==> src/rtl/dmcc_pkg.sv <==
// Shared constants for the DMA channel mode control block
`default_nettype none
package dmcc_pkg;
  // =====================================================
  // Register map
  localparam int unsigned ADDR_W = 8;
  localparam int unsigned DATA_W = 32;
  localparam int unsigned NUM_CH = 4;
  localparam logic [7:0] OFS_CH0_CTL = 8'h00;
  localparam logic [7:0] OFS_CH1_CTL = 8'h04;
  localparam logic [7:0] OFS_CH2_CTL = 8'h08;
  localparam logic [7:0] OFS_CH3_CTL = 8'h0C;
  localparam logic [31:0] CTL_RESET = 32'h0000_0000;
  // =====================================================
  // Field positions
  localparam int unsigned BIT_PTR_MODE = 20;
  localparam int unsigned BIT_SRC_RELOAD = 19;
  localparam int unsigned BIT_ACK_POL = 18;
  localparam int unsigned BIT_STB_PHASE = 17;
  localparam int unsigned BIT_STB_POL = 16;
  localparam int unsigned RSV_LSB = 21;
  // Writable bits per channel; lower half is plain storage
  localparam logic [31:0] MASK_CH01 = 32'h0007_FFFF;
  localparam logic [31:0] MASK_CH2 = 32'h0008_FFFF;
  localparam logic [31:0] MASK_CH3 = 32'h0010_FFFF;
  // =====================================================
  // Bus answers and sequencing
  localparam logic [1:0] RESP_OKAY = 2'b00;
  localparam logic [1:0] RESP_SLVERR = 2'b10;
  localparam logic [1:0] UNIT_LAST_BEAT = 2'h3;
  typedef enum logic [1:0] {SEQ_IDLE, SEQ_READ, SEQ_WRITE} dmcc_seq_t;
endpackage
`default_nettype wire

==> src/rtl/dmcc_unit_seq.sv <==
// Read/write beat sequencer for one transfer unit
`default_nettype none
module dmcc_unit_seq (
  input wire logic sys_clk,
  input wire logic reset,
  input wire logic start,
  input wire logic unit16,
  input wire logic busDone,
  output logic readCyc,
  output logic writeCyc,
  output logic [1:0] beat,
  output logic done
);
  import dmcc_pkg::*;

  typedef struct packed {
    dmcc_seq_t state;
    logic [1:0] beat;
    logic wide;
    logic readCyc;
    logic writeCyc;
    logic done;
  } dmcc_seqst_t;

  dmcc_seqst_t st_reg;
  dmcc_seqst_t st_next;

  // =====================================================
  // Sequencing
  always_comb begin
    st_next = st_reg;
    st_next.done = 1'b0;
    case (st_reg.state)
      SEQ_IDLE: begin
        if (start) begin
          st_next.state = SEQ_READ;
          st_next.beat = 2'h0;
          st_next.wide = unit16;
        end
      end
      SEQ_READ: begin
        // Wide unit: all four reads before any write
        if (busDone) begin // RULE15
          if (!st_reg.wide || st_reg.beat == UNIT_LAST_BEAT) begin
            st_next.state = SEQ_WRITE;
            st_next.beat = 2'h0;
          end else begin
            st_next.beat = st_reg.beat + 2'h1;
          end
        end
      end
      SEQ_WRITE: begin
        if (busDone) begin // RULE15
          if (!st_reg.wide || st_reg.beat == UNIT_LAST_BEAT) begin
            st_next.state = SEQ_IDLE;
            st_next.done = 1'b1;
          end else begin
            st_next.beat = st_reg.beat + 2'h1;
          end
        end
      end
      default: begin
        st_next.state = SEQ_IDLE;
      end
    endcase
    st_next.readCyc = (st_next.state == SEQ_READ);
    st_next.writeCyc = (st_next.state == SEQ_WRITE);
  end

  always_ff @(posedge sys_clk or posedge reset) begin
    if (reset) begin
      st_reg <= '0;
    end else begin
      st_reg <= st_next;
    end
  end

  assign readCyc = st_reg.readCyc;
  assign writeCyc = st_reg.writeCyc;
  assign beat = st_reg.beat;
  assign done = st_reg.done;

  // =====================================================
  // Checks
  property p_wide_reads;
    @(posedge sys_clk) disable iff (reset)
    (st_reg.state == SEQ_READ && st_reg.wide && busDone && st_reg.beat != UNIT_LAST_BEAT)
      |=> readCyc && !writeCyc;
  endproperty
  a_wide_reads: assert property (p_wide_reads) else $error("wide read cut short"); // RULE15

  property p_write_after_four;
    @(posedge sys_clk) disable iff (reset)
    ($rose(writeCyc) && st_reg.wide) |-> $past(st_reg.beat) == UNIT_LAST_BEAT;
  endproperty
  a_write_after_four: assert property (p_write_after_four) else $error("early write"); // RULE15
endmodule
`default_nettype wire

==> src/rtl/dmcc_ack_pins.sv <==
// Request-accepted and transfer strobe pins for channels 0 and 1
`default_nettype none
module dmcc_ack_pins (
  input wire logic sys_clk,
  input wire logic reset,
  input wire logic [1:0] reqTaken,
  input wire logic [1:0] ackPol,
  input wire logic [1:0] stbPhase,
  input wire logic [1:0] stbPol,
  input wire logic [1:0] xferChan,
  input wire logic singleAddrMode,
  input wire logic readCyc,
  input wire logic writeCyc,
  output logic [1:0] requestAcceptedOutput,
  output logic [1:0] transferStrobe
);
  import dmcc_pkg::*;

  typedef struct packed {
    logic [1:0] reqAcc;
    logic [1:0] strobe;
  } dmcc_pinst_t;

  dmcc_pinst_t st_reg;
  dmcc_pinst_t st_next;

  // =====================================================
  // Pin levels
  always_comb begin
    logic act;
    act = 1'b0;
    st_next = st_reg;
    for (int ch = 0; ch < 2; ch++) begin
      st_next.reqAcc[ch] = ackPol[ch] ? reqTaken[ch] : !reqTaken[ch]; // RULE11 RULE16
      act = (xferChan == 2'(ch)) &&
            (singleAddrMode ? (readCyc || writeCyc) : (stbPhase[ch] ? writeCyc : readCyc)); // RULE12
      st_next.strobe[ch] = stbPol[ch] ? act : !act; // RULE13
    end
  end

  // Reset shows both pins idle at the low-active default
  always_ff @(posedge sys_clk or posedge reset) begin
    if (reset) begin
      st_reg <= '1;
    end else begin
      st_reg <= st_next;
    end
  end

  assign requestAcceptedOutput = st_reg.reqAcc;
  assign transferStrobe = st_reg.strobe;

  // =====================================================
  // Checks
  property p_req_level;
    @(posedge sys_clk) disable iff (reset)
    reqTaken[0] |=> requestAcceptedOutput[0] == $past(ackPol[0]);
  endproperty
  a_req_level: assert property (p_req_level) else $error("accept level wrong"); // RULE11

  property p_strobe_phase;
    @(posedge sys_clk) disable iff (reset)
    (xferChan == 2'h1 && !singleAddrMode && (readCyc || writeCyc) && stbPhase[1])
      |=> transferStrobe[1] == ($past(writeCyc) ? $past(stbPol[1]) : !$past(stbPol[1]));
  endproperty
  a_strobe_phase: assert property (p_strobe_phase) else $error("strobe in wrong cycle"); // RULE12

  property p_strobe_pol;
    @(posedge sys_clk) disable iff (reset)
    (xferChan == 2'h0 && !singleAddrMode && readCyc && !stbPhase[0])
      |=> transferStrobe[0] == $past(stbPol[0]);
  endproperty
  a_strobe_pol: assert property (p_strobe_pol) else $error("strobe level wrong"); // RULE13
endmodule
`default_nettype wire

==> src/rtl/dmcc_mode_ctl.sv <==
// Channel control words with AXI4-Lite access and mode outputs
// Notes on behaviour
// [RULE1] Four channels each own a 32-bit read/write control word.
// [RULE2] Reset clears every control word; standby simply holds it.
// [RULE3] A 16-bit half write leaves the other half untouched.
// [RULE4] Bits 31..21 read zero; software writes zero there.
// [RULE5] Channel 3 bit 20: 0 direct, 1 indirect addressing.
// [RULE6] Bit 20 ignores writes and reads zero on channels 0 to 2.
// [RULE7] Software picks direct addressing for 16-byte units.
// [RULE8] Channel 2 bit 19: 1 reloads the initial source address.
// [RULE9] Bit 19 ignores writes and reads zero on channels 0, 1, 3.
// [RULE10] Software keeps reload off for 16-byte units.
// [RULE11] Channels 0,1 bit 18 sets request-accepted level; 0 is low active.
// [RULE12] Channels 0,1 bit 17 puts strobe in read (0) or write (1) cycle; in single address mode the strobe is driven in both cycles.
// [RULE13] Channels 0,1 bit 16 sets transfer strobe polarity.
// [RULE14] Bits 18..16 ignore writes and read zero on channels 2, 3.
// [RULE15] A 16-byte unit is four 32-bit reads then four writes.
// [RULE16] Request-accepted output shows the channel's external request was taken.
`default_nettype none
module dmcc_mode_ctl (
  input wire logic sys_clk,
  input wire logic reset,
  input wire logic [dmcc_pkg::ADDR_W-1:0] s_axi_awaddr,
  input wire logic s_axi_awvalid,
  output logic s_axi_awready,
  input wire logic [dmcc_pkg::DATA_W-1:0] s_axi_wdata,
  input wire logic [3:0] s_axi_wstrb,
  input wire logic s_axi_wvalid,
  output logic s_axi_wready,
  output logic [1:0] s_axi_bresp,
  output logic s_axi_bvalid,
  input wire logic s_axi_bready,
  input wire logic [dmcc_pkg::ADDR_W-1:0] s_axi_araddr,
  input wire logic s_axi_arvalid,
  output logic s_axi_arready,
  output logic [dmcc_pkg::DATA_W-1:0] s_axi_rdata,
  output logic [1:0] s_axi_rresp,
  output logic s_axi_rvalid,
  input wire logic s_axi_rready,
  input wire logic [1:0] reqTaken,
  input wire logic xferStart,
  input wire logic [1:0] xferChan,
  input wire logic xferUnit16,
  input wire logic singleAddrMode,
  input wire logic busDone,
  output logic pointerModeSelect,
  output logic sourceReloadEnable,
  output logic xferRead,
  output logic xferWrite,
  output logic [1:0] xferBeat,
  output logic xferDone,
  output logic [1:0] requestAcceptedOutput,
  output logic [1:0] transferStrobe
);
  import dmcc_pkg::*;

  typedef struct packed {
    logic [NUM_CH-1:0][DATA_W-1:0] ctl;
    logic awRdy;
    logic wRdy;
    logic awHave;
    logic wHave;
    logic [ADDR_W-1:0] awAddr;
    logic [DATA_W-1:0] wData;
    logic [3:0] wStrb;
    logic bValid;
    logic [1:0] bResp;
    logic arRdy;
    logic rValid;
    logic [DATA_W-1:0] rData;
    logic [1:0] rResp;
  } dmcc_regs_t;

  dmcc_regs_t st_reg;
  dmcc_regs_t st_next;

  // =====================================================
  // Helpers
  // Bits a channel may hold; everything else reads zero
  function automatic logic [31:0] chanMask(input logic [1:0] ch);
    case (ch)
      2'h2: chanMask = MASK_CH2;
      2'h3: chanMask = MASK_CH3;
      default: chanMask = MASK_CH01;
    endcase
  endfunction

  function automatic logic isMapped(input logic [ADDR_W-1:0] addr);
    isMapped = (addr[ADDR_W-1:4] == '0);
  endfunction

  // Byte lanes not strobed keep their old value
  function automatic logic [31:0] mergeBytes(input logic [31:0] old,
                                             input logic [31:0] wr,
                                             input logic [3:0] strb);
    mergeBytes = old;
    for (int b = 0; b < 4; b++) begin
      if (strb[b]) begin
        mergeBytes[8*b +: 8] = wr[8*b +: 8];
      end
    end
  endfunction

  // =====================================================
  // Register file and bus slave
  always_comb begin
    logic [1:0] wIdx;
    logic [1:0] rIdx;
    wIdx = st_reg.awAddr[3:2];
    rIdx = s_axi_araddr[3:2];
    st_next = st_reg;
    if (s_axi_awvalid && st_reg.awRdy) begin
      st_next.awHave = 1'b1;
      st_next.awAddr = s_axi_awaddr;
      st_next.awRdy = 1'b0;
    end
    if (s_axi_wvalid && st_reg.wRdy) begin
      st_next.wHave = 1'b1;
      st_next.wData = s_axi_wdata;
      st_next.wStrb = s_axi_wstrb;
      st_next.wRdy = 1'b0;
    end
    if (st_reg.awHave && st_reg.wHave) begin
      st_next.awHave = 1'b0;
      st_next.wHave = 1'b0;
      st_next.bValid = 1'b1;
      if (isMapped(st_reg.awAddr)) begin
        // Per-channel mask drops reserved and absent bits
        st_next.ctl[wIdx] = mergeBytes(st_reg.ctl[wIdx], st_reg.wData, st_reg.wStrb)
                            & chanMask(wIdx); // RULE1 RULE3 RULE4 RULE6 RULE9 RULE14
        st_next.bResp = RESP_OKAY;
      end else begin
        st_next.bResp = RESP_SLVERR;
      end
    end
    if (st_reg.bValid && s_axi_bready) begin
      st_next.bValid = 1'b0;
      st_next.awRdy = 1'b1;
      st_next.wRdy = 1'b1;
    end
    if (s_axi_arvalid && st_reg.arRdy) begin
      st_next.arRdy = 1'b0;
      st_next.rValid = 1'b1;
      if (isMapped(s_axi_araddr)) begin
        st_next.rData = st_reg.ctl[rIdx]; // RULE1
        st_next.rResp = RESP_OKAY;
      end else begin
        st_next.rData = '0;
        st_next.rResp = RESP_SLVERR;
      end
    end
    if (st_reg.rValid && s_axi_rready) begin
      st_next.rValid = 1'b0;
      st_next.arRdy = 1'b1;
    end
  end

  // No standby input: holding the word is all standby needs
  always_ff @(posedge sys_clk or posedge reset) begin
    if (reset) begin
      st_reg <= '0; // RULE2
      st_reg.awRdy <= 1'b1;
      st_reg.wRdy <= 1'b1;
      st_reg.arRdy <= 1'b1;
    end else begin
      st_reg <= st_next;
    end
  end

  assign s_axi_awready = st_reg.awRdy;
  assign s_axi_wready = st_reg.wRdy;
  assign s_axi_bvalid = st_reg.bValid;
  assign s_axi_bresp = st_reg.bResp;
  assign s_axi_arready = st_reg.arRdy;
  assign s_axi_rvalid = st_reg.rValid;
  assign s_axi_rdata = st_reg.rData;
  assign s_axi_rresp = st_reg.rResp;
  assign pointerModeSelect = st_reg.ctl[3][BIT_PTR_MODE]; // RULE5
  assign sourceReloadEnable = st_reg.ctl[2][BIT_SRC_RELOAD]; // RULE8

  // =====================================================
  // Transfer unit sequencer and pins
  dmcc_unit_seq u_seq (
    .sys_clk(sys_clk),
    .reset(reset),
    .start(xferStart),
    .unit16(xferUnit16),
    .busDone(busDone),
    .readCyc(xferRead),
    .writeCyc(xferWrite),
    .beat(xferBeat),
    .done(xferDone)
  );

  // Only channels 0 and 1 have pins
  dmcc_ack_pins u_pins (
    .sys_clk(sys_clk),
    .reset(reset),
    .reqTaken(reqTaken),
    .ackPol({st_reg.ctl[1][BIT_ACK_POL], st_reg.ctl[0][BIT_ACK_POL]}),
    .stbPhase({st_reg.ctl[1][BIT_STB_PHASE], st_reg.ctl[0][BIT_STB_PHASE]}),
    .stbPol({st_reg.ctl[1][BIT_STB_POL], st_reg.ctl[0][BIT_STB_POL]}),
    .xferChan(xferChan),
    .singleAddrMode(singleAddrMode),
    .readCyc(xferRead),
    .writeCyc(xferWrite),
    .requestAcceptedOutput(requestAcceptedOutput),
    .transferStrobe(transferStrobe)
  );

  // =====================================================
  // Checks
  property p_reset_clear;
    @(posedge sys_clk) $fell(reset) |-> st_reg.ctl == '0;
  endproperty
  a_reset_clear: assert property (p_reset_clear) else $error("control not cleared"); // RULE2

  property p_full_write;
    @(posedge sys_clk) disable iff (reset)
    (st_reg.awHave && st_reg.wHave && st_reg.wStrb == 4'hF && st_reg.awAddr == OFS_CH3_CTL)
      |=> st_reg.ctl[3] == ($past(st_reg.wData) & MASK_CH3);
  endproperty
  a_full_write: assert property (p_full_write) else $error("word not stored"); // RULE1

  property p_half_keep;
    @(posedge sys_clk) disable iff (reset)
    (st_reg.awHave && st_reg.wHave && st_reg.wStrb == 4'h3 && isMapped(st_reg.awAddr))
      |=> st_reg.ctl[$past(st_reg.awAddr[3:2])][31:16]
          == $past(st_reg.ctl[st_reg.awAddr[3:2]][31:16]);
  endproperty
  a_half_keep: assert property (p_half_keep) else $error("upper half changed"); // RULE3

  property p_reserved_zero;
    @(posedge sys_clk) disable iff (reset)
    s_axi_rvalid |-> s_axi_rdata[31:RSV_LSB] == '0;
  endproperty
  a_reserved_zero: assert property (p_reserved_zero) else $error("reserved bits set"); // RULE4

  property p_ptr_only_ch3;
    @(posedge sys_clk) disable iff (reset)
    !(st_reg.ctl[0][BIT_PTR_MODE] || st_reg.ctl[1][BIT_PTR_MODE] || st_reg.ctl[2][BIT_PTR_MODE]);
  endproperty
  a_ptr_only_ch3: assert property (p_ptr_only_ch3) else $error("pointer bit off ch3"); // RULE6

  property p_reload_only_ch2;
    @(posedge sys_clk) disable iff (reset)
    !(st_reg.ctl[0][BIT_SRC_RELOAD] || st_reg.ctl[1][BIT_SRC_RELOAD]
      || st_reg.ctl[3][BIT_SRC_RELOAD]);
  endproperty
  a_reload_only_ch2: assert property (p_reload_only_ch2) else $error("reload bit off ch2"); // RULE9

  property p_pins_ch23_zero;
    @(posedge sys_clk) disable iff (reset)
    st_reg.ctl[2][18:16] == 3'h0 && st_reg.ctl[3][18:16] == 3'h0;
  endproperty
  a_pins_ch23_zero: assert property (p_pins_ch23_zero) else $error("pin bits on ch2/3"); // RULE14

  // =====================================================
  // Bus answers and mode output checks
  property p_ptr_write;
    @(posedge sys_clk) disable iff (reset)
    (st_reg.awHave && st_reg.wHave && st_reg.awAddr == OFS_CH3_CTL && st_reg.wStrb[2])
      |=> pointerModeSelect == $past(st_reg.wData[BIT_PTR_MODE]);
  endproperty
  a_ptr_write: assert property (p_ptr_write) else $error("pointer mode lost"); // RULE5

  property p_reload_write;
    @(posedge sys_clk) disable iff (reset)
    (st_reg.awHave && st_reg.wHave && st_reg.awAddr == OFS_CH2_CTL && st_reg.wStrb[2])
      |=> sourceReloadEnable == $past(st_reg.wData[BIT_SRC_RELOAD]);
  endproperty
  a_reload_write: assert property (p_reload_write) else $error("reload bit lost"); // RULE8

  property p_pin_bits_write;
    @(posedge sys_clk) disable iff (reset)
    (st_reg.awHave && st_reg.wHave && st_reg.awAddr == OFS_CH1_CTL && st_reg.wStrb[2])
      |=> st_reg.ctl[1][BIT_ACK_POL:BIT_STB_POL] == $past(st_reg.wData[BIT_ACK_POL:BIT_STB_POL]);
  endproperty
  a_pin_bits_write: assert property (p_pin_bits_write) else $error("pin bits lost"); // RULE12

  property p_bresp_done;
    @(posedge sys_clk) disable iff (reset)
    (s_axi_bvalid && s_axi_bready) |=> !s_axi_bvalid && s_axi_awready && s_axi_wready;
  endproperty
  a_bresp_done: assert property (p_bresp_done) else $error("write not closed"); // RULE1

  property p_rresp_done;
    @(posedge sys_clk) disable iff (reset)
    (s_axi_rvalid && s_axi_rready) |=> !s_axi_rvalid && s_axi_arready;
  endproperty
  a_rresp_done: assert property (p_rresp_done) else $error("read not closed"); // RULE1

  property p_wr_refused;
    @(posedge sys_clk) disable iff (reset)
    (st_reg.awHave && st_reg.wHave && !isMapped(st_reg.awAddr))
      |=> s_axi_bresp == RESP_SLVERR && st_reg.ctl == $past(st_reg.ctl);
  endproperty
  a_wr_refused: assert property (p_wr_refused) else $error("unmapped write stored"); // RULE1

  property p_rd_data;
    @(posedge sys_clk) disable iff (reset)
    (s_axi_arvalid && s_axi_arready && isMapped(s_axi_araddr))
      |=> s_axi_rdata == $past(st_reg.ctl[s_axi_araddr[3:2]]) && s_axi_rresp == RESP_OKAY;
  endproperty
  a_rd_data: assert property (p_rd_data) else $error("read data wrong"); // RULE1

  property p_rd_refused;
    @(posedge sys_clk) disable iff (reset)
    (s_axi_arvalid && s_axi_arready && !isMapped(s_axi_araddr))
      |=> s_axi_rdata == '0 && s_axi_rresp == RESP_SLVERR;
  endproperty
  a_rd_refused: assert property (p_rd_refused) else $error("unmapped read answered"); // RULE1

  property p_low_keep;
    @(posedge sys_clk) disable iff (reset)
    (st_reg.awHave && st_reg.wHave && st_reg.wStrb == 4'hC && isMapped(st_reg.awAddr))
      |=> st_reg.ctl[$past(st_reg.awAddr[3:2])][15:0]
          == $past(st_reg.ctl[st_reg.awAddr[3:2]][15:0]);
  endproperty
  a_low_keep: assert property (p_low_keep) else $error("lower half changed"); // RULE3

  property p_done_after_write;
    @(posedge sys_clk) disable iff (reset)
    xferDone |-> $past(xferWrite);
  endproperty
  a_done_after_write: assert property (p_done_after_write) else $error("done without write"); // RULE15

  property p_accept_idle;
    @(posedge sys_clk) disable iff (reset)
    !reqTaken[1] |=> requestAcceptedOutput[1] == !$past(st_reg.ctl[1][BIT_ACK_POL]);
  endproperty
  a_accept_idle: assert property (p_accept_idle) else $error("accept idle level wrong"); // RULE11

  property p_accept_taken;
    @(posedge sys_clk) disable iff (reset)
    reqTaken[1] |=> requestAcceptedOutput[1] == $past(st_reg.ctl[1][BIT_ACK_POL]);
  endproperty
  a_accept_taken: assert property (p_accept_taken) else $error("accept not shown"); // RULE16

  property p_strobe_idle;
    @(posedge sys_clk) disable iff (reset)
    (!xferRead && !xferWrite)
      |=> transferStrobe == ~$past({st_reg.ctl[1][BIT_STB_POL], st_reg.ctl[0][BIT_STB_POL]});
  endproperty
  a_strobe_idle: assert property (p_strobe_idle) else $error("strobe active when idle"); // RULE13
endmodule
`default_nettype wire

==> config.mk <==
export PLATFORM = sky130hd
export DESIGN_NAME = dmcc_mode_ctl
export DESIGN_NICKNAME = d
export VERILOG_FILES = /design/src/rtl/dmcc_pkg.sv /design/src/rtl/dmcc_unit_seq.sv /design/src/rtl/dmcc_ack_pins.sv /design/src/rtl/dmcc_mode_ctl.sv
export SDC_FILE = /design/constraint.sdc
export NUM_CORES = 1
export LEC_CHECK = 0
export BUFFER_PORTS_ARGS = -buffer_cell sky130_fd_sc_hd__buf_2
export CAP_MARGIN = 5
export CORE_MARGIN = 2
export CORE_UTILIZATION = 61
export CTS_BUF_LIST = sky130_fd_sc_hd__clkbuf_16
export DETAILED_ROUTE_END_ITERATION = 10
export PLACE_DENSITY = 0.85
export SYNTH_ARGS = -nofsm -noshare
export SYNTH_HDL_FRONTEND = slang
export SYNTH_HIERARCHICAL = 1
export SYNTH_SLANG_ARGS = --single-unit
==> constraint.sdc <==
create_clock -name sys_clk -period 6.4 [get_ports sys_clk]
set_clock_uncertainty 0.05 [all_clocks]
set_input_delay 0.32 -clock sys_clk [delete_from_list [all_inputs] [get_ports sys_clk]]
set_output_delay 0.32 -clock sys_clk [all_outputs]
set_load 0.01 [all_outputs]
==> flow_metrics.tcl, run 1 <==
set metrics [dict create \
    ys_top_cells_by_area "dfrtp_1, mux2_2, mux4_2" \
    fp-row-count 40 \
    ant_nets 0 \
    hold_depth 2 \
    grt_setup_unrepaired "false" \
    finalMaxSlewViolations 0 \
    setup_tns_ns 0 \
    status "finished clean" \
    p_int_mw 2.05 \
    insertion_delay_ns 0.43 \
    criticalPathCategory "register to register" \
    synth_warnings 6 \
    critPathMaxFanout 19 \
    syn_avg_cell_area_um2 13.5 \
    cp_data_required_time_ns 6.65 \
    synth.most_common_cell "dfrtp_1" \
    pwr_density_cell_nw_per_um2 358 \
    drt_iter0_markers 359 \
    ios 119 \
    dpl.hpwl_mm 10.3 \
    cts_root_buffer "clkbuf_16" \
    period_needed_ns 2.86 \
    grt_pass1_vias 5107 \
    grtUsageTotal_pct 26.1 \
    crit_chain "buf_4, and4b_1, and2_1, mux2_2" \
    synth_top_area_share_pct 49.9 \
    wl_mm 15.7 \
    end_kind "register" \
    rr_worst_depth 4 \
    overflow 0 \
    whs_endpoint "s_axi_wready$_DFFE_PP1P_" \
    die_height_um 115 \
    grt_max_degree 88 \
    synth_cell_types 50 \
    slowest_delay_ns 0.77 \
    switching_share_pct 31.1 \
    nFillCells 808 \
    min_from "s_axi_wvalid" \
    synth-seq-cells 156 \
    cpMaxStageDelayCell "dfrtp_1" \
    power.total_mw 2.98 \
    final_hold_viol_count 0 \
    drc 0 \
    r2r-start "st_reg[78]$_DFFE_PP0P_" \
    io_buffers 89 \
    synth_top_cells_by_count "dfrtp_1, mux2_2, buf_4" \
    synth_edf_count 0 \
    reg2reg_to "st_reg[159]$_DFFE_PP0P_" \
    synth_cells 553 \
    max_freq_ghz 0.350 \
    tightest_slew_ns 1.21 \
    final_nets 685 \
    r2r_setup_slack_ns 3.54 \
    fin_crit_sh_pct 44.7 \
    wire_per_inst_um 20.3 \
    p_switching_mw 0.925 \
    syn_to_final_growth_pct 11.2 \
    start_util_pct 62.5 \
    fp.dieW_um 115 \
    startpoint "st_reg[78]$_DFFE_PP0P_" \
    cts.sinks 156 \
    crit_arrival_ns 3.11 \
    hold_class "input port to register" \
    setup_viol 0 \
    synth_area_um2 7470 \
    crit_family "simple AND/OR/NAND/NOR gates" \
    vias 4688 \
    core_um2 12000 \
    cts_buffer_depth 2 \
    cts-htree-levels 4 \
    irDropWorstVdd_v 0.000216 \
    timing.slew.headroom_pct 19.1 \
    largest_reg_flops 114 \
    numCtsBuffers 17 \
    antenna_found_initial 0 \
    yosysTopAreaCell "dfrtp_1" \
    diodes 0 \
    crit_buf_inv 1 \
    path_clk_slew_ns 0.06 \
    ys_seq_area_share_pct 52.4 \
    cts_resized 0 \
    grt_pass1_wl_mm 26.0 \
    die-area_um2 13100 \
    combPwrFrac_pct 22.0 \
    layout-drive-gt1-share_pct 37.7 \
    p_seq_share_pct 46.8 \
    leakage_nw 4.05 \
    drt-pass1-iter-count 4 \
    start_kind "register" \
    via_per_inst 6.06 \
    synthFlopType "dfrtp_1" \
    drv_cap 0 \
    gp_congestion 0.829 \
    ys_async_sr_fraction_pct 100 \
    clkPwrFrac_pct 31.2 \
    cts_tree "done" \
]
-- cells by family (layout without fill, tap and decap cells) --
logic type               Yosys count  in the layout  synth area share (%)
multiplexers                     145            145                  24.6
other                              1             13                0.0502
adder cells (fa/ha/maj)            5              5                 0.837
flip-flops                       156            156                  52.4
AO/OA/AOI/OAI                     66             66                  7.10
XOR/XNOR                           4              4                 0.469
AND/OR/NAND/NOR                   97             97                  7.97
buffers and inverters             79            140                  6.57
-- layout make-up --
type | count | area, um2 | area share, %
Tap cell | 147 | 184 | 2.21
Clock buffer | 17 | 425 | 5.12
Timing Repair Buffer | 96 | 508 | 6.11
Inverter | 12 | 50.0 | 0.602
Multi-Input combinational cell | 330 | 3110 | 37.5
Sequential cell | 156 | 3910 | 47.1
Clock inverter | 15 | 116 | 1.40
-- how the worst max path moves through the flow --
| stage | endpoint | slack, ns | cells after the start |
|---|---|---|---|
| 2_1_floorplan | pointerModeSelect$_DFFE_PP0P_ | 2.17 | 1 |
| 3_3_place_gp | st_reg[137]$_DFFE_PP0P_ | 3.60 | 3 |
| 3_5_place_dp | st_reg[137]$_DFFE_PP0P_ | 3.55 | 3 |
| 4_1_cts | st_reg[137]$_DFFE_PP0P_ | 3.54 | 3 |
| 5_1_grt | st_reg[137]$_DFFE_PP0P_ | 3.40 | 3 |
| 6_report | st_reg[159]$_DFFE_PP0P_ | 3.54 | 4 |
-- power groups by stage --
stage / sequential [mW] / combinational, mW / clock (mW)
floorplan: 1.29 / 0.568 / 0
global placement: 1.39 / 0.608 / 0
detailed placement: 1.40 / 0.646 / 0
CTS: 1.39 / 0.657 / 0.942
global route: 1.42 / 0.721 / 0.988
finish: 1.39 / 0.654 / 0.928
-- cell usage in the layout, fill, tap and decap left out, types with 2 or more instances in the layout --
cell type and count:
a211oi_1 3, a21oi_1 5, a221oi_2 3, a22o_1 24, and2_1 6, and3_1 2
and4b_1 2, buf_2 89, buf_4 3, bufinv_16 2, clkbuf_16 17, clkinv_1 5
clkinv_2 3, conb_1 13, dfrtp_1 149, dfstp_2 7, dlygate4sd3_1 4, ha_1 5
inv_1 15, mux2_1 24, mux2_2 77, mux2i_1 23, mux4_2 21, nand2_1 24
nand2b_1 14, nand3_1 2, nand3_2 3, nand3b_1 3, nand4_1 3, nor2_1 8
nor2b_1 13, nor3_1 2, o211ai_1 4, o21ai_0 10, o221ai_1 12, or2_2 3
or4bb_1 3, xnor2_1 4
-- metal layers --
| metal | GRT usage [%] | part of all wire, % | up-vias |
|---|---|---|---|
| met2 | 43.4 | 50 | 172 |
| met1 | 33.6 | 42 | 2405 |
| met3 | 5.61 | 6.3 | 23 |
| met4 | 10.4 | 2.1 | 0 |
| met5 | 0 | 0 | - |
| li1 | - | - | 2088 |
-- timing repair --
action	CTS	global route
hold endpoints to repair	70	0
hold buffers	4	0
setup buffers	0	0
endpoints found under the setup margin	0	0
-- stage by stage --
stage	area, um2	util, %	instances	setup slack (ns)	hold WS, ns
after floorplan	7520	-	565	2.17	0.0857
after global placement	7730	64.6	737	3.60	0.287
after detailed placement	7730	64.6	737	3.55	0.288
after CTS	8310	69.5	773	3.54	0.00564
after global routing	8310	69.5	773	3.40	0.0347
final	8310	69.5	773	3.54	0.0115
Note: power is estimated with default switching activity, not from simulation.
==> run 2: changes to the inputs <==
- CORE_UTILIZATION: 61 -> 51
- PLACE_DENSITY: 0.85 -> 0.76
- clock period: 6.4 -> 2.5 ns (I/O delays scaled with it)
==> flow_metrics.tcl, run 2 (synthesized netlist as in run 1, its figures left out) <==
set metrics [dict create \
    drt_iter0_markers 289 \
    setup_viol 0 \
    regArea_um2 3910 \
    cts-htree-levels 4 \
    min_from "xferChan[1]" \
    multi_input_area_um2 3110 \
    final_hold_viol_count 0 \
    antenna_found_initial 0 \
    utilization_pct 61.9 \
    path_clk_slew_ns 0.06 \
    start_util_pct 51.8 \
    io_buffers 89 \
    whs_endpoint "u_pins/transferStrobe[0]$_DFF_PP1_" \
    wire_per_inst_um 19.9 \
    rr_worst_depth 5 \
    cts.sinks 156 \
    critPathMaxFanout 10 \
    grtUsageMet2_pct 37.6 \
    grt_pass1_vias 5364 \
    r2r-start "st_reg[79]$_DFFE_PP0P_" \
    die_height_um 125 \
    crit_arrival_ns 2.29 \
    die-area_um2 15600 \
    leakage_nw 4.30 \
    grt_pass1_wl_mm 27.8 \
    finalWorstSetupSlack_ns 0.465 \
    drv_cap 0 \
    placed_cells 788 \
    via_per_inst 5.75 \
    reg2reg_to "st_reg[191]$_DFFE_PP0P_" \
    drt-pass1-iter-count 5 \
    stdcell_count 863 \
    ios 119 \
    cts_root_buffer "clkbuf_16" \
    irDropWorstVdd_v 0.000569 \
    nFillCells 1071 \
    fp.dieW_um 125 \
    busiest_layer "met2" \
    r2r_setup_slack_ns 0.47 \
    finalMaxSlewViolations 0 \
    post_cts_buffers 0 \
    setup_tns_ns 0 \
    dpl.hpwl_mm 11.3 \
    final_nets 738 \
    power.total_mw 7.92 \
    start_kind "register" \
    vias 4962 \
    ant_nets 0 \
    grt_max_degree 56 \
    syn_to_final_growth_pct 19.5 \
    status "finished clean" \
    grt_setup_unrepaired "false" \
    hold_class "input port to register" \
    fp-row-count 44 \
    post_dp_cell_area_um2 7920 \
    final_cell_area_um2 8930 \
    period_needed_ns 2.03 \
    end_kind "register" \
    grtUsageTotal_pct 22.7 \
    gp_congestion 0.830 \
    layout_commonest_cell "dfrtp_1" \
    mostFrequentLayoutCells "dfrtp_1, buf_2, mux2_2, dlygate4sd3_1" \
    whs_ns 0.0240 \
    use_met1_pct 28.7 \
    hold_depth 4 \
    grtUsageMet3_pct 5.69 \
    drc 0 \
    tightest_slew_ns 0.909 \
    timing.slew.headroom_pct 39.3 \
    dp_slack_ns 0.508 \
    largest_reg_flops 114 \
    max_freq_ghz 0.491 \
    cts_buffer_depth 2 \
    core_um2 14400 \
    wl_mm 17.1 \
    pwr_density_cell_nw_per_um2 888 \
    cts_tree "done" \
    insertion_delay_ns 0.43 \
    overflow 0 \
    fin_crit_sh_pct 81.4 \
    criticalPathCategory "register to register" \
    layout-drive-gt1-share_pct 37.4 \
    diodes 0 \
    numCtsBuffers 17 \
    cp_data_required_time_ns 2.75 \
]
-- run 2: changes by cell type in the layout (fill, tap and decap cells not counted) --
cell,delta
clkinv_4,+1
buf_4,+11
inv_6,-1
inv_1,-4
dlygate4sd3_1,+39
clkinvlp_4,+3
bufinv_16,+1
buf_12,+3
-- run 2: worst max path at each step --
stage | from | to
final | st_reg[79]$_DFFE_PP0P_ | st_reg[191]$_DFFE_PP0P_
after global routing | st_reg[79]$_DFFE_PP0P_ | st_reg[191]$_DFFE_PP0P_
after CTS | st_reg[79]$_DFFE_PP0P_ | st_reg[191]$_DFFE_PP0P_
after floorplan | reset | pointerModeSelect$_DFFE_PP0P_
after detailed placement | st_reg[79]$_DFFE_PP0P_ | st_reg[191]$_DFFE_PP0P_
after global placement | st_reg[79]$_DFFE_PP0P_ | st_reg[194]$_DFFE_PP0P_
-- run 2: layer usage --
metal	share of wire, %	wire, um
met5	0	0
met4	2.1	363
met3	5.5	934
met2	51	8770
met1	41	7070
-- run 2: final cells by class --
type | count | area share, %
clock buffer | 17 | 4.77
clock inverter | 15 | 1.74
inverter | 12 | 0.547
multi-input combinational | 330 | 34.9
sequential | 156 | 43.8
tap | 184 | 2.58
timing repair buffer | 149 | 11.7
-- run 2: where the power goes --
part / leakage (nW) / internal (mW) / total [mW] / switching (mW)
clock network: 0.276 / 1.54 / 2.55 / 1.00
registers: 2.08 / 2.99 / 3.49 / 0.502
logic: 1.95 / 0.925 / 1.88 / 0.958
total: 4.30 / 5.46 / 7.92 / 2.46
-- run 2: what timing repair did --
item,CTS,global route
hold buffers,43,0
setup endpoints to repair,0,0
hold endpoints to repair,88,0
gates resized for setup,0,0
-- run 2: worst max-delay path, cell delays in order (launching register included) --
cell     delay (ns)
dfrtp_1        0.40
nor4_4         0.42
buf_4          0.25
and3_1         0.19
buf_4          0.22
mux2_2         0.38
==> run 3: changes to the inputs <==
- ABC_AREA: unset -> 1
- CORE_UTILIZATION: 51 -> 58
- PLACE_DENSITY: 0.76 -> 0.81
- clock period: 2.5 -> 2 ns (I/O delays scaled with it)
==> flow_metrics.tcl, run 3 <==
set metrics [dict create \
    power.total_mw 12.3 \
    overflow 0 \
    cts.sinks 156 \
    fp.dieW_um 123 \
    diodes 0 \
    numCtsBuffers 17 \
    max_freq_ghz 0.521 \
    synth_cells 1090 \
    start_kind "input port" \
    tightest_slew_ns 0.584 \
    synth_cell_types 33 \
    ant_nets 0 \
    grt_max_degree 83 \
    grtUsageTotal_pct 27.6 \
    ys_async_sr_fraction_pct 100 \
    insertion_delay_ns 0.43 \
    r2r_setup_slack_ns 0.38 \
    synth_edf_count 0 \
    setup_viol 0 \
    layout-drive-gt1-share_pct 16.0 \
    dpl.hpwl_mm 12.4 \
    slowest_delay_ns 0.59 \
    grt_pass1_vias 6624 \
    busiest_layer "met2" \
    mostFrequentLayoutCells "nand2_1, dfrtp_1, nand3_1, buf_2, inv_1" \
    hold_buffers 49 \
    cts_root_buffer "clkbuf_16" \
    utilization_pct 69.4 \
    status "finished clean" \
    cts_buffer_depth 2 \
    yosysTopAreaCell "dfrtp_1" \
    critPathMaxFanout 2 \
    fp-row-count 43 \
    ios 119 \
    crit_arrival_ns 2.24 \
    antenna_found_initial 0 \
    grtUsageMet2_pct 45.9 \
    syn_to_final_growth_pct 17.6 \
    end_kind "register" \
    crit_chain "dlygate4sd3_1, buf_2, nor2_1, dlygate4sd3_1, nand3_1, dlygate4sd3_1, nand2_1" \
    post_cts_buffers 0 \
    gp_congestion 0.857 \
    synth_top_area_share_pct 45.7 \
    synth_area_um2 8160 \
    synth_top_cells_by_count "nand2_1, dfrtp_1, nand3_1" \
    synthFlopType "dfrtp_1" \
    placed_cells 1310 \
    leakage_nw 5.20 \
    io_buffers 89 \
    drt-pass1-iter-count 6 \
    largest_reg_flops 114 \
    cts_tree "done" \
    timing.slew.headroom_pct 61.0 \
    core_um2 13800 \
    drc 0 \
    ys_top_cells_by_area "dfrtp_1, nand2_1, nand3_1" \
    synth.most_common_cell "nand2_1" \
    start_util_pct 59.0 \
    die-area_um2 15000 \
    die_height_um 123 \
    dp_slack_ns 0.435 \
    synth-seq-cells 156 \
    path_clk_slew_ns 0.06 \
    cts_resized 0 \
    irDropWorstVdd_v 0.000736 \
    grt_setup_unrepaired "false" \
    hold_class "input port to register" \
    stdcell_count 1391 \
    final_hold_viol_count 0 \
    via_per_inst 5.22 \
    grt_pass1_wl_mm 31.9 \
    criticalPathCategory "input port to register" \
    crit_top_cell "dlygate4sd3_1" \
    cpMaxStageDelayCell "dlygate4sd3_1" \
    wl_mm 19.7 \
    syn_avg_cell_area_um2 7.49 \
    fin_crit_sh_pct 95.9 \
    cts-htree-levels 4 \
    finalMaxSlewViolations 0 \
    drt_iter0_markers 683 \
    use_met1_pct 36.4 \
    setup_tns_ns 0 \
    synth_warnings 6 \
    finalWorstSetupSlack_ns 0.0818 \
    cp_data_required_time_ns 2.32 \
    vias 7262 \
    period_needed_ns 1.92 \
    grtUsageMet3_pct 6.18 \
    pwr_density_cell_nw_per_um2 1290 \
    ys_seq_area_share_pct 47.9 \
    final_nets 1270 \
    wire_per_inst_um 14.2 \
    layout_commonest_cell "nand2_1" \
    drv_cap 0 \
]
-- run 3: cell types whose count changed after synthesis, sizes merged, moves of 27 or more --
cell	before	now
nand2	25	483
nand3	5	138
mux2	101	0
inv	12	85
o21ai	11	49
nor2	8	37
buf	55	82
-- run 3: logic make-up (layout without fill, tap and decap cells) --
kind of cell / after synthesis / in the layout / share of synthesized area [%]
AO/OA/AOI/OAI: 79 / 79 / 5.00
XOR/XNOR: 2 / 2 / 0.215
adder cells (fa/ha/maj): 5 / 5 / 0.766
buffers and inverters: 174 / 283 / 11.4
flip-flops: 156 / 156 / 47.9
other: 1 / 13 / 0.0459
AND/OR/NAND/NOR: 673 / 673 / 34.6
-- run 3: area by class of cell --
cell class | count | area [um2]
clock buffers | 17 | 425
clock inverters | 15 | 156
fillers | 1137 | 4230
inverters | 85 | 330
multi-input cells | 772 | 3360
flip-flops and latches | 156 | 3910
well taps | 180 | 225
repair buffers | 166 | 1180
-- run 3: report_power, final --
group | switching (mW) | total, mW | internal (mW)
clock | 1.26 | 3.19 | 1.93
sequential | 0.732 | 4.89 | 4.16
combinational | 2.72 | 4.25 | 1.53
-- run 3: routing by layer --
| layer | vias to the layer above | routed length [um] |
|---|---|---|
| li1 | 3565 | - |
| met1 | 3366 | 8420 |
| met2 | 303 | 9490 |
| met3 | 28 | 1540 |
| met4 | 0 | 261 |
| met5 | - | 0 |
-- run 3: path summary, 6_finish.rpt --
kind / from / endpoint / cells after the start
worst max-delay path: xferChan[1] / u_pins/transferStrobe[0]$_DFF_PP1_ / 7
worst min-delay path: xferStart / u_seq/st_reg[3]$_DFFE_PP0P_ / 4
worst max register to register: st_reg[77]$_DFFE_PP0P_ / st_reg[122]$_DFFE_PP0P_ / 8
worst min register to register: s_axi_rdata[1]$_DFFE_PP0P_ / s_axi_rdata[1]$_DFFE_PP0P_ / 2
max in group asynchronous: reset / s_axi_arready$_DFFE_PP1P_ / 4
min in group asynchronous: reset / u_seq/writeCyc$_DFF_PP0_ / 3
-- run 3: stage by stage --
step / hold WS (ns) / area (um2)
2_1_floorplan: -0.134 / 8210
3_3_place_gp: 0.0482 / 8530
3_5_place_dp: 0.0581 / 8530
4_1_cts: 0.00895 / 9600
5_1_grt: 0.0339 / 9600
6_report: 0.0184 / 9600
-- run 3: critical path: cells and delay by family --
family                 cells  cell delay [ns]
buffers and inverters      4             1.84
AND/OR/NAND/NOR            3             0.29
